`src/rtl/spvp_defs.svh`:
```
// constants of the serial program/verify port
`ifndef SPVP_DEFS_SVH
`define SPVP_DEFS_SVH
// command codes, low five bits only (bit 5 is ignored)
`define SPVP_CMD_LOAD_CFG   5'h00
`define SPVP_CMD_LOAD_DATA  5'h02
`define SPVP_CMD_READ       5'h04
`define SPVP_CMD_INCR       5'h06
`define SPVP_CMD_RST_ADDR   5'h16
`define SPVP_CMD_BEGIN_INT  5'h08
`define SPVP_CMD_BEGIN_EXT  5'h18
`define SPVP_CMD_END_EXT    5'h0A
`define SPVP_CMD_BULK_ERASE 5'h09
`define SPVP_CMD_ROW_ERASE  5'h11
// address map
`define SPVP_ADDR_RST       14'h0000
`define SPVP_CFG_BASE       14'h2000
`define SPVP_PROG_TOP       14'h1FFF
`define SPVP_ADDR_TOP       14'h3FFF
// bit counts: last index of a command and of a data frame
`define SPVP_CMD_LAST       5'h05
`define SPVP_FRAME_LAST     5'h0F
// system clock period in ns; a link clock of 320 ns gives 8 samples
`define SPVP_CLK_PERIOD_NS  40
`endif

```
`src/rtl/spvp_pkg.sv`:
```
// types of the serial program/verify port
package spvp_pkg;
   typedef enum logic [1:0] {SPVP_ST_CMD, SPVP_ST_DIN, SPVP_ST_DOUT} spvp_state_e;
   typedef enum logic [3:0] {
      SPVP_K_LOAD_CFG, SPVP_K_LOAD_DATA, SPVP_K_READ, SPVP_K_INCR, SPVP_K_RST_ADDR,
      SPVP_K_BEGIN_INT, SPVP_K_BEGIN_EXT, SPVP_K_END_EXT, SPVP_K_BULK, SPVP_K_ROW,
      SPVP_K_NONE
   } spvp_cmd_e;
   typedef struct packed {
      spvp_state_e st;
      logic [4:0]  cnt;
      logic [15:0] sr;
      logic [13:0] addr;
      logic [13:0] rd_word;
      logic        in_cfg;
      logic        loaded;
      logic        ext_busy;
      logic        oe;
      logic        dout;
      logic        lat_we;
      logic [13:0] lat_word;
      logic [4:0]  strobes;
   } spvp_core_s;
endpackage

```
`src/rtl/spvp_link_if.sv`:
```
// carrier between the pin sampler, the command core and the data latches
`timescale 1ns/1ns
interface spvp_link_if;
   logic        clk_rise;
   logic        clk_fall;
   logic        data_bit;
   logic        mode_on;
   logic        lat_we;
   logic [4:0]  lat_idx;
   logic [13:0] lat_word;
   modport samp_mp (output clk_rise, clk_fall, data_bit, mode_on);
   modport core_mp (input clk_rise, clk_fall, data_bit, mode_on,
                    output lat_we, lat_idx, lat_word);
   modport lat_mp  (input lat_we, lat_idx, lat_word);
endinterface

```
`src/rtl/spvp_data_latch.sv`:
```
// bank of 32 programming data latches indexed by the low address bits
`timescale 1ns/1ns
module spvp_data_latch
   import spvp_pkg::*;
#(
   parameter int WORD_W = 14,
   parameter int DEPTH  = 32
) (
   input  wire logic                     clk_sys,
   spvp_link_if.lat_mp                   lk,
   input  wire logic [$clog2(DEPTH)-1:0] latch_rd_idx,
   output logic      [WORD_W-1:0]        latch_rd_data
);
   logic [WORD_W-1:0] mem_reg [DEPTH];

   // a newer load to the same slot overwrites the older word
   always_ff @(posedge clk_sys) begin
      if (lk.lat_we) begin
         mem_reg[lk.lat_idx] <= lk.lat_word;
      end
      latch_rd_data <= mem_reg[latch_rd_idx];
   end
endmodule // spvp_data_latch

```
`src/rtl/spvp_pin_sync.sv`:
```
// two-flop sampling of the link pins and edge finding on the serial clock
`timescale 1ns/1ns
module spvp_pin_sync
   import spvp_pkg::*;
(
   input  wire logic    clk_sys,
   input  wire logic    rst,
   input  wire logic    prog_serial_clock,
   input  wire logic    prog_serial_data_in,
   input  wire logic    mode_select_pin,
   spvp_link_if.samp_mp lk
);
   typedef struct packed {
      logic [1:0] ck;
      logic       ck_d;
      logic [1:0] dt;
      logic [1:0] md;
   } spvp_sync_s;
   spvp_sync_s s_reg;
   spvp_sync_s s_next;

   // shift each pin through two flops; ck_d keeps the previous stable clock
   always_comb begin
      s_next      = s_reg;
      s_next.ck   = {s_reg.ck[0], prog_serial_clock};
      s_next.ck_d = s_reg.ck[1];
      s_next.dt   = {s_reg.dt[0], prog_serial_data_in};
      s_next.md   = {s_reg.md[0], mode_select_pin};
   end

   always_ff @(posedge clk_sys) begin
      if (rst) begin
         s_reg <= '0;
      end else begin
         s_reg <= s_next;
      end
   end

   // only the second flops and ck_d are looked at
   assign lk.clk_rise = s_reg.ck[1] & ~s_reg.ck_d;
   assign lk.clk_fall = ~s_reg.ck[1] & s_reg.ck_d;
   assign lk.data_bit = s_reg.dt[1];
   assign lk.mode_on  = s_reg.md[1];
endmodule // spvp_pin_sync

```
`src/rtl/spvp_port.sv`:
```
// serial program/verify command interpreter, address counter and read shifter
// Behaviour
// - commands and data words travel least significant bit first
// - data changes after serial clock rise, sampled at its fall
// - mode entry resets other logic, floats all I/O, clears address
// - mode pin dropped to supply level or lower ends the mode
// - ten six-bit commands; top command bit ignored
// - data frame is 16 clocks: zero, 14-bit word, zero
// - codes 00h, 02h, 04h load config, load data, read; framed
// - codes 08h, 18h, 0Ah begin internal, begin external, end external
// - codes 09h, 11h bulk erase and row erase, no frame
// - load config sets address 2000h and loads the data latch
// - config space left only by reset-address or mode exit
// - load data fills a latch, written to array only on begin
// - read drives from first fall, bits from second rise, releases after 16th
// - protected program memory reads back as zeros
// - 06h increments; 1FFFh wraps to 0000h, 3FFFh wraps to 2000h
// - 16h forces address to 0000h from any space
// - end external within the window; external not for config words
// - row erase clears 32-word row; ignored if protected or above 2000h
`timescale 1ns/1ns
`include "spvp_defs.svh"
module spvp_port
   import spvp_pkg::*;
(
   input  wire logic        clk_sys,
   input  wire logic        rst,
   input  wire logic        mode_select_pin,
   input  wire logic        prog_serial_clock,
   input  wire logic        prog_serial_data_in,
   output logic             prog_serial_data_out,
   output logic             prog_serial_data_oe,
   input  wire logic        code_protect_n,
   input  wire logic [13:0] mem_rd_data,
   output logic      [13:0] mem_addr,
   output logic             prog_begin_int,
   output logic             prog_begin_ext,
   output logic             prog_end_ext,
   output logic             bulk_erase,
   output logic             row_erase,
   input  wire logic [4:0]  latch_rd_idx,
   output logic      [13:0] latch_rd_data,
   output logic             pvm_active,
   output logic             other_logic_reset,
   output logic             io_hiz
);
   spvp_link_if lk ();
   spvp_core_s  s_reg;
   spvp_core_s  s_next;
   logic [4:0]  code;
   spvp_cmd_e   kind;
   logic        cmd_done;
   logic        prot_rd;
   logic        row_ok;

   // bit sampler and edge finder for the link pins
   spvp_pin_sync u_sync (
      .clk_sys             (clk_sys),
      .rst                 (rst),
      .prog_serial_clock   (prog_serial_clock),
      .prog_serial_data_in (prog_serial_data_in),
      .mode_select_pin     (mode_select_pin),
      .lk                  (lk)
   );

   // programming data latches
   spvp_data_latch #(.WORD_W(14), .DEPTH(32)) u_latch (
      .clk_sys       (clk_sys),
      .lk            (lk),
      .latch_rd_idx  (latch_rd_idx),
      .latch_rd_data (latch_rd_data)
   );

   // map a five-bit code onto a command kind
   function automatic spvp_cmd_e decode(input logic [4:0] c);
      case (c)
         `SPVP_CMD_LOAD_CFG:   decode = SPVP_K_LOAD_CFG;
         `SPVP_CMD_LOAD_DATA:  decode = SPVP_K_LOAD_DATA;
         `SPVP_CMD_READ:       decode = SPVP_K_READ;
         `SPVP_CMD_INCR:       decode = SPVP_K_INCR;
         `SPVP_CMD_RST_ADDR:   decode = SPVP_K_RST_ADDR;
         `SPVP_CMD_BEGIN_INT:  decode = SPVP_K_BEGIN_INT;
         `SPVP_CMD_BEGIN_EXT:  decode = SPVP_K_BEGIN_EXT;
         `SPVP_CMD_END_EXT:    decode = SPVP_K_END_EXT;
         `SPVP_CMD_BULK_ERASE: decode = SPVP_K_BULK;
         `SPVP_CMD_ROW_ERASE:  decode = SPVP_K_ROW;
         default:              decode = SPVP_K_NONE;
      endcase
   endfunction

   // increment with wrap inside program space or inside config space
   function automatic logic [13:0] incr(input logic [13:0] a);
      if (a == `SPVP_PROG_TOP) begin
         incr = `SPVP_ADDR_RST;
      end else if (a == `SPVP_ADDR_TOP) begin
         incr = `SPVP_CFG_BASE;
      end else begin
         incr = a + 14'h0001;
      end
   endfunction

   // the incoming sixth bit would land in bit 5; only bits 4..0 decide
   assign code     = s_reg.sr[15:11];
   assign kind     = decode(code);
   assign cmd_done = lk.clk_fall && s_reg.st == SPVP_ST_CMD && s_reg.cnt == `SPVP_CMD_LAST;
   assign prot_rd  = !code_protect_n && s_reg.addr < `SPVP_CFG_BASE;
   assign row_ok   = s_reg.addr <= `SPVP_CFG_BASE && !prot_rd;

   // next-state logic of the whole interpreter
   always_comb begin
      s_next         = s_reg;
      s_next.lat_we  = 1'b0;
      s_next.strobes = 5'h00;
      if (!lk.mode_on) begin
         // outside the mode everything returns to its reset value
         s_next = '0;
      end else begin
         case (s_reg.st)
            SPVP_ST_CMD: begin
               if (lk.clk_fall) begin
                  s_next.sr  = {lk.data_bit, s_reg.sr[15:1]};
                  s_next.cnt = s_reg.cnt + 5'h01;
               end
               if (cmd_done) begin
                  s_next.cnt = 5'h00;
                  case (kind)
                     SPVP_K_LOAD_CFG: begin
                        s_next.addr   = `SPVP_CFG_BASE;
                        s_next.in_cfg = 1'b1;
                        s_next.st     = SPVP_ST_DIN;
                     end
                     SPVP_K_LOAD_DATA: begin
                        s_next.st = SPVP_ST_DIN;
                     end
                     SPVP_K_READ: begin
                        s_next.st      = SPVP_ST_DOUT;
                        s_next.rd_word = prot_rd ? 14'h0000 : mem_rd_data;
                     end
                     SPVP_K_INCR: begin
                        s_next.addr = incr(s_reg.addr);
                     end
                     SPVP_K_RST_ADDR: begin
                        s_next.addr   = `SPVP_ADDR_RST;
                        s_next.in_cfg = 1'b0;
                     end
                     SPVP_K_BEGIN_INT: begin
                        if (s_reg.loaded) begin
                           s_next.strobes[0] = 1'b1;
                           s_next.loaded     = 1'b0;
                        end
                     end
                     SPVP_K_BEGIN_EXT: begin
                        // external timing is refused for config words
                        if (s_reg.loaded && s_reg.addr < `SPVP_CFG_BASE) begin
                           s_next.strobes[1] = 1'b1;
                           s_next.loaded     = 1'b0;
                           s_next.ext_busy   = 1'b1;
                        end
                     end
                     SPVP_K_END_EXT: begin
                        if (s_reg.ext_busy) begin
                           s_next.strobes[2] = 1'b1;
                           s_next.ext_busy   = 1'b0;
                        end
                     end
                     SPVP_K_BULK: begin
                        s_next.strobes[3] = 1'b1;
                     end
                     SPVP_K_ROW: begin
                        s_next.strobes[4] = row_ok;
                     end
                     default: begin
                        s_next.st = SPVP_ST_CMD;
                     end
                  endcase
               end
            end
            SPVP_ST_DIN: begin
               // zero start, 14 data bits, zero stop: word ends in sr[14:1]
               if (lk.clk_fall) begin
                  s_next.sr  = {lk.data_bit, s_reg.sr[15:1]};
                  s_next.cnt = s_reg.cnt + 5'h01;
                  if (s_reg.cnt == `SPVP_FRAME_LAST) begin
                     s_next.cnt      = 5'h00;
                     s_next.st       = SPVP_ST_CMD;
                     s_next.lat_we   = 1'b1;
                     s_next.lat_word = s_next.sr[14:1];
                     s_next.loaded   = 1'b1;
                  end
               end
            end
            SPVP_ST_DOUT: begin
               // new bit on each rise once driving; the emptied word gives the stop
               if (lk.clk_rise && s_reg.oe) begin
                  s_next.dout    = s_reg.rd_word[0];
                  s_next.rd_word = {1'b0, s_reg.rd_word[13:1]};
               end
               if (lk.clk_fall) begin
                  s_next.cnt = s_reg.cnt + 5'h01;
                  if (s_reg.cnt == 5'h00) begin
                     s_next.oe   = 1'b1;
                     s_next.dout = 1'b0;
                  end
                  if (s_reg.cnt == `SPVP_FRAME_LAST) begin
                     s_next.oe  = 1'b0;
                     s_next.cnt = 5'h00;
                     s_next.st  = SPVP_ST_CMD;
                  end
               end
            end
            default: begin
               s_next = '0;
            end
         endcase
      end
   end

   // state register
   always_ff @(posedge clk_sys) begin
      if (rst) begin
         s_reg <= '0;
      end else begin
         s_reg <= s_next;
      end
   end

   // outputs; latch slot follows the low five address bits
   assign lk.lat_we            = s_reg.lat_we;
   assign lk.lat_word          = s_reg.lat_word;
   assign lk.lat_idx           = s_reg.addr[4:0];
   assign mem_addr             = s_reg.addr;
   assign prog_serial_data_out = s_reg.dout;
   assign prog_serial_data_oe  = s_reg.oe;
   assign prog_begin_int       = s_reg.strobes[0];
   assign prog_begin_ext       = s_reg.strobes[1];
   assign prog_end_ext         = s_reg.strobes[2];
   assign bulk_erase           = s_reg.strobes[3];
   assign row_erase            = s_reg.strobes[4];
   // mode holds the rest of the chip in reset with its pins floating
   assign pvm_active           = lk.mode_on;
   assign other_logic_reset    = lk.mode_on;
   assign io_hiz               = lk.mode_on;
endmodule // spvp_port

```
`config.mk`:
```
export PLATFORM = sky130hd
export DESIGN_NAME = spvp_port
export DESIGN_NICKNAME = d
export VERILOG_FILES = /design/src/rtl/spvp_pkg.sv /design/src/rtl/spvp_link_if.sv /design/src/rtl/spvp_data_latch.sv /design/src/rtl/spvp_pin_sync.sv /design/src/rtl/spvp_port.sv
export VERILOG_INCLUDE_DIRS = /design/src /design/src/rtl
export SDC_FILE = /design/constraint.sdc
export NUM_CORES = 1
export LEC_CHECK = 0
export CORE_UTILIZATION = 53
export DETAILED_ROUTE_END_ITERATION = 7
export DONT_BUFFER_PORTS = 1
export HOLD_SLACK_MARGIN = 0.02
export PLACE_DENSITY = 0.7
export SLEW_MARGIN = 20
export SYNTH_ARGS = -nofsm -noshare
export SYNTH_HDL_FRONTEND = slang
export SYNTH_SLANG_ARGS = --single-unit
```
`constraint.sdc`:
```
create_clock -name clk_sys -period 3.6 [get_ports clk_sys]
set_input_delay 0.18 -clock clk_sys [delete_from_list [all_inputs] [get_ports clk_sys]]
set_output_delay 0.18 -clock clk_sys [all_outputs]
set_load 0.03 [all_outputs]
```
### Word level (Yosys, flattened, before mapping)

Memories as Yosys holds them, arrays and structs flattened. A register that Yosys moved wholly into a read port is not among the register bits.
Index checks and enable logic that the tools add are counted.

| word-level totals | value |
|---|---|
| bits in registers | 82 |
| bits in writable memories | 448 |
| bits in read-only memories | 128 |
| bits of input ports | 25 |
| output and inout bits | 38 |
| word-level logic and storage cells | 143 |
| memories kept | 2 |

| operators by class | value |
|---|---|
| add/sub/neg operators | 2 |
| order comparisons | 2 |
| equal/unequal tests | 29 |
| multiplexer cells | 41 |
| bitwise operators | 16 |
| reduce and logical (&&, ||, !) cells | 31 |

Memory list:

| name | depth | width | read ports | clocked after Yosys merged registers in | write ports | RTL line | text |
|---|---|---|---|---|---|---|---|
| u_latch.mem_reg | 32 | 14 | 1 | 1 | 1 | spvp_data_latch.sv:14 | `logic [WORD_W-1:0] mem_reg [DEPTH];` |
| (no name shown) | 32 | 4 | 1 | 1 | 0 | spvp_port.sv:76 | `case (c)` |

Operators with widths:

| cell | count |
|---|---|
| $pmux W14 S3 | 2 |
| $mux W14 | 5 |
| $pmux W16 S3 | 1 |
| $mux W31 | 1 |
| $mux W15 | 2 |
| $pmux W15 S2 | 1 |
| $pmux W14 S2 | 1 |
| $mux W23 | 1 |
| $mux W21 | 1 |
| $mux W7 | 3 |
| $pmux W7 S3 | 1 |
| $reduce_or A5 Y1 | 4 |
| $eq A4 B3 Y1 const B | 4 |
| $reduce_and A3 Y1 | 5 |
| $add A14 B1 Y14 const B | 1 |
| $eq A14 B13 Y1 const B | 1 |
| $eq A14 B14 Y1 const B | 1 |
| $le A14 B14 Y1 const B | 1 |
| $lt A14 B14 Y1 const B | 1 |
| $ne A2 B2 Y1 const B | 7 |
| $not A1 Y1 | 14 |
| $reduce_and A4 Y1 | 3 |
| $mux W1 | 10 |
| $mux W5 | 2 |
| 27 further kinds | 48 |

### Depth between registers and ports, before layout

| logic depth | value |
|---|---|
| depth after elaboration | 8 |
| depth in mapped cells | 10 |
| mapped depth without buffers | 8 |

### Cells and area by module

A second synthesis with hierarchy kept.

| second synthesis, totals | value |
|---|---|
| cell total of the unflattened synthesis | 1464 |
| area, all modules | 21983.6 µm² |

Modules (own cells, without submodules):

| module | instances | cells each | area each (µm²) | seq. area each (µm²) |
|---|---|---|---|---|
| spvp_data_latch | 1 | 1006 | 18011.0 | 13733.2 |
| spvp_port | 1 | 442 | 3776.1 | 1541.5 |
| spvp_pin_sync | 1 | 16 | 196.4 | 140.1 |

### Worst setup path before layout

OpenSTA, ideal clock, no wires.

| timing path | value |
|---|---|
| kind | register -> register |
| from | register s_reg (netlist bit mem_addr[1]) |
| to | memory u_latch.mem_reg[15][0], enable pin |
| setup time | 0.403 ns |
| arrival | 1.866 ns |
| required time | 3.197 ns |
| path slack | 1.331 ns |
| cell stages (with the launch flop) | 4 |
| buffers on the path | 0 |
| period minus slack after synthesis | 2.269 ns |
| path through | dfxtp_1 ha_1 nand2_1 nor3_1 |

RTL lines:

| element | RTL line | text |
|---|---|---|
| from (decl) | spvp_port.sv:48 | `spvp_core_s s_reg;` |
| from (signal assigned) | spvp_port.sv:223 | `s_reg <= s_next;` |
| to (decl) | spvp_data_latch.sv:14 |  |

No word-level cell before the write port.

==> results.yml <==
run_status:
  status: "complete, no violations"
worst_setup_path:
  cpMaxStageDelayCell: "dlygate4sd3_1"
  cp_cell_sequence: "mux4_2 -> mux4_2 -> dlygate4sd3_1 -> mux2_2 -> dlygate4sd3_1"
  path_buf_inv: 2
  worstPathMaxFanout: 1
  critPathLaunchType: "register"
  max_stage_delay_ps: 580
  cp_top_family: "multiplexers"
  crit_arrival_ps: 3300
  crit_type: "reg2reg"
  worst_ep_required_time_ps: 4080
  crit_path_end_kind: "register"
sta:
  period_share_pct: 78.4
  relSlewSlack_pct: 25.9
  rsz0062_at_grt: "false"
  finalClockSkew_ps: 27.8
  fmax_mhz: 355
  hold_violations: 0
  min_period_ps: 2820
  final.setup.tns_ps: 0
  setup_viol: 0
  finalMaxSlewViolations: 0
  tightestPinTransition_ps: 1110
  postLayoutSetupSlackWorst_ps: 779
clock_network:
  numClockSinks: 546
  cts_setup_buffers: 0
  h-tree-depth: 2
  cts_hold_buf: 25
  cts-resized-gates: 0
  cts_root_buf: "clkbuf_16"
  cts_buffers: 54
  insertion_delay_ps: 600
  clockBufferDepth: 3
  tritoncts: "done"
  clk_pin_slew_ps: 60
placed_design:
  io_buffers: 0
  dp_hpwl_mm: 25.5
  dp_worst_setup_slack_ps: 1050
  gp_congestion: 0.871
synthesis:
  yosys.area_share.simple_pct: 5.93
  seq_area_frac_synth_pct: 71.2
  synth-edff-count: 448
  synth_xor_area_share_pct: 0
  yosys_register_bits: 546
  synth_warnings: 0
  synth_top_area_cell: "edfxtp_1"
  synth_nets: 1243
  ys.flop_type: "edfxtp_1"
  synth.distinct_cells: 57
  synthTopCellsByArea: "edfxtp_1, mux4_2, dfxtp_1"
  postSynthAreaPerCell_sq_um: 18.0
  syn_inst: 1205
  async_flop_share_pct: 0
  synthAdderAreaFrac_pct: 0.752
  yosysMostFrequentCell: "edfxtp_1"
  yosysTopAreaCellShare_pct: 62.2
  synthMuxAreaShare_pct: 15.8
  netlist_area_sq_um: 21600
  synth_compound_area_share_pct: 3.97
  synth_common_cells: "edfxtp_1, mux4_2, dfxtp_1"
  synth_top_family_by_area: "multiplexers"
pwr:
  p_total_w: 0.0123
  ir_drop_uv: 395
  power_density_nw_per_um2: 508
  leakage_nw: 6.33
floorplanning:
  die-area_sq_um: 41600
  fp.dieW_um: 204
  fp.coreArea_sq_um: 40000
  start_util_pct: 54.1
  io_pins: 63
  fp.dieH_um: 204
  fp-row-count: 73
layout:
  syn2layout_area_growth_pct: 11.8
  diodes: 0
  largest_register_ffs: 448
  drive_gt1_share_pct: 23.3
  nets: 1284
grt:
  antenna_found_initial: 2
  gr-total-overflow: 0
  grt_use_total_pct: 23.2
  grt_max_degree: 113
  grt_pass1_vias: 11304
  grt_pass1_wl_mm: 70.2
drt:
  routed_wl_mm: 46.7
  drt_iter0_drc: 818
  wl_per_cell_um: 25.7
  viasPerCell: 6.21
  drc: 0
  num_vias: 11265
  drt_pass1_iterations: 5
  ant_nets: 0
run:
  max_cap_violations: 0
min_path:
  hold_path_class: "in2reg"
## per-stage QoR
stage / instance area, sq um / utilization, % / instances / hold slack [ps]
3_5_place_dp: 22200 / 55.5 / 1690 / 255
2_1_floorplan: 21600 / - / 1205 / 252
4_1_cts: 24200 / 60.5 / 1813 / 20.3
5_1_grt: 24200 / 60.5 / 1813 / 27.9
6_report: 24200 / 60.5 / 1813 / 39.1
3_3_place_gp: 22200 / 55.5 / 1690 / 253
## final timing paths
path                            from                         to  slack [ps]  depth (start not counted)
min reg2reg         u_sync.s_next[3]         u_sync.lk.data_bit         440                          1
min                  latch_rd_idx[4]   u_latch.latch_rd_data[1]          40                          2
max          u_latch.mem_reg[16][10]  u_latch.latch_rd_data[10]         780                          5
max reg2reg  u_latch.mem_reg[16][10]  u_latch.latch_rd_data[10]         780                          5
## layer usage
metal | share of wire (%) | vias up | global-route usage [%]
li1 | - | 4904 | -
met1 | 41 | 5852 | 32.5
met2 | 49 | 441 | 37.7
met3 | 7.7 | 68 | 3.70
met4 | 2.1 | 0 | 6.77
met5 | 0 | - | 0
## logic make-up after synthesis
family | count (synthesis)
DFF | 546
and+or+nand+nor | 257
muxes | 164
AOI/OAI and AO/OA | 128
buffers and inverters | 97
adders and majority gates | 13
## area by class of cell
class                           count  area [sq um]
Clock buffer                       80          1560
Clock inverter                     18           161
Fill cell                        2917         15800
Inverter                           13          48.8
Multi-Input combinational cell    562          5740
Sequential cell                   546         15400
Tap cell                          525           657
Timing Repair Buffer               69           601
## cell usage in the layout (no fill, tap or decap), types with 7 or more instances in the layout
cell / synthesis / final
a22oi_1: 16 / 16
a211oi_1: 17 / 17
mux4_2: 140 / 140
buf_4: 16 / 44
clkbuf_16: 0 / 54
nor2_1: 70 / 70
edfxtp_1: 448 / 448
clkbuf_8: 0 / 11
nor2b_1: 14 / 13
o21ai_0: 14 / 14
nand4_1: 10 / 10
dlygate4sd3_1: 0 / 23
ha_1: 13 / 13
clkbuf_1: 41 / 15
dfxtp_1: 98 / 92
clkinv_2: 0 / 7
clkinv_1: 1 / 7
mux2_2: 16 / 16
o211ai_1: 7 / 7
nand2_1: 64 / 64
nand3_1: 37 / 37
a21oi_1: 40 / 40
inv_1: 12 / 12
a31oi_1: 10 / 10
mux2i_1: 8 / 8
## report_power, final
part           switching (W)  internal [W]
combinational      0.0000472     0.0000882
clock                0.00228       0.00313
sequential        0.00000250       0.00674
No activity file was read; power rests on OpenSTA's default activity.
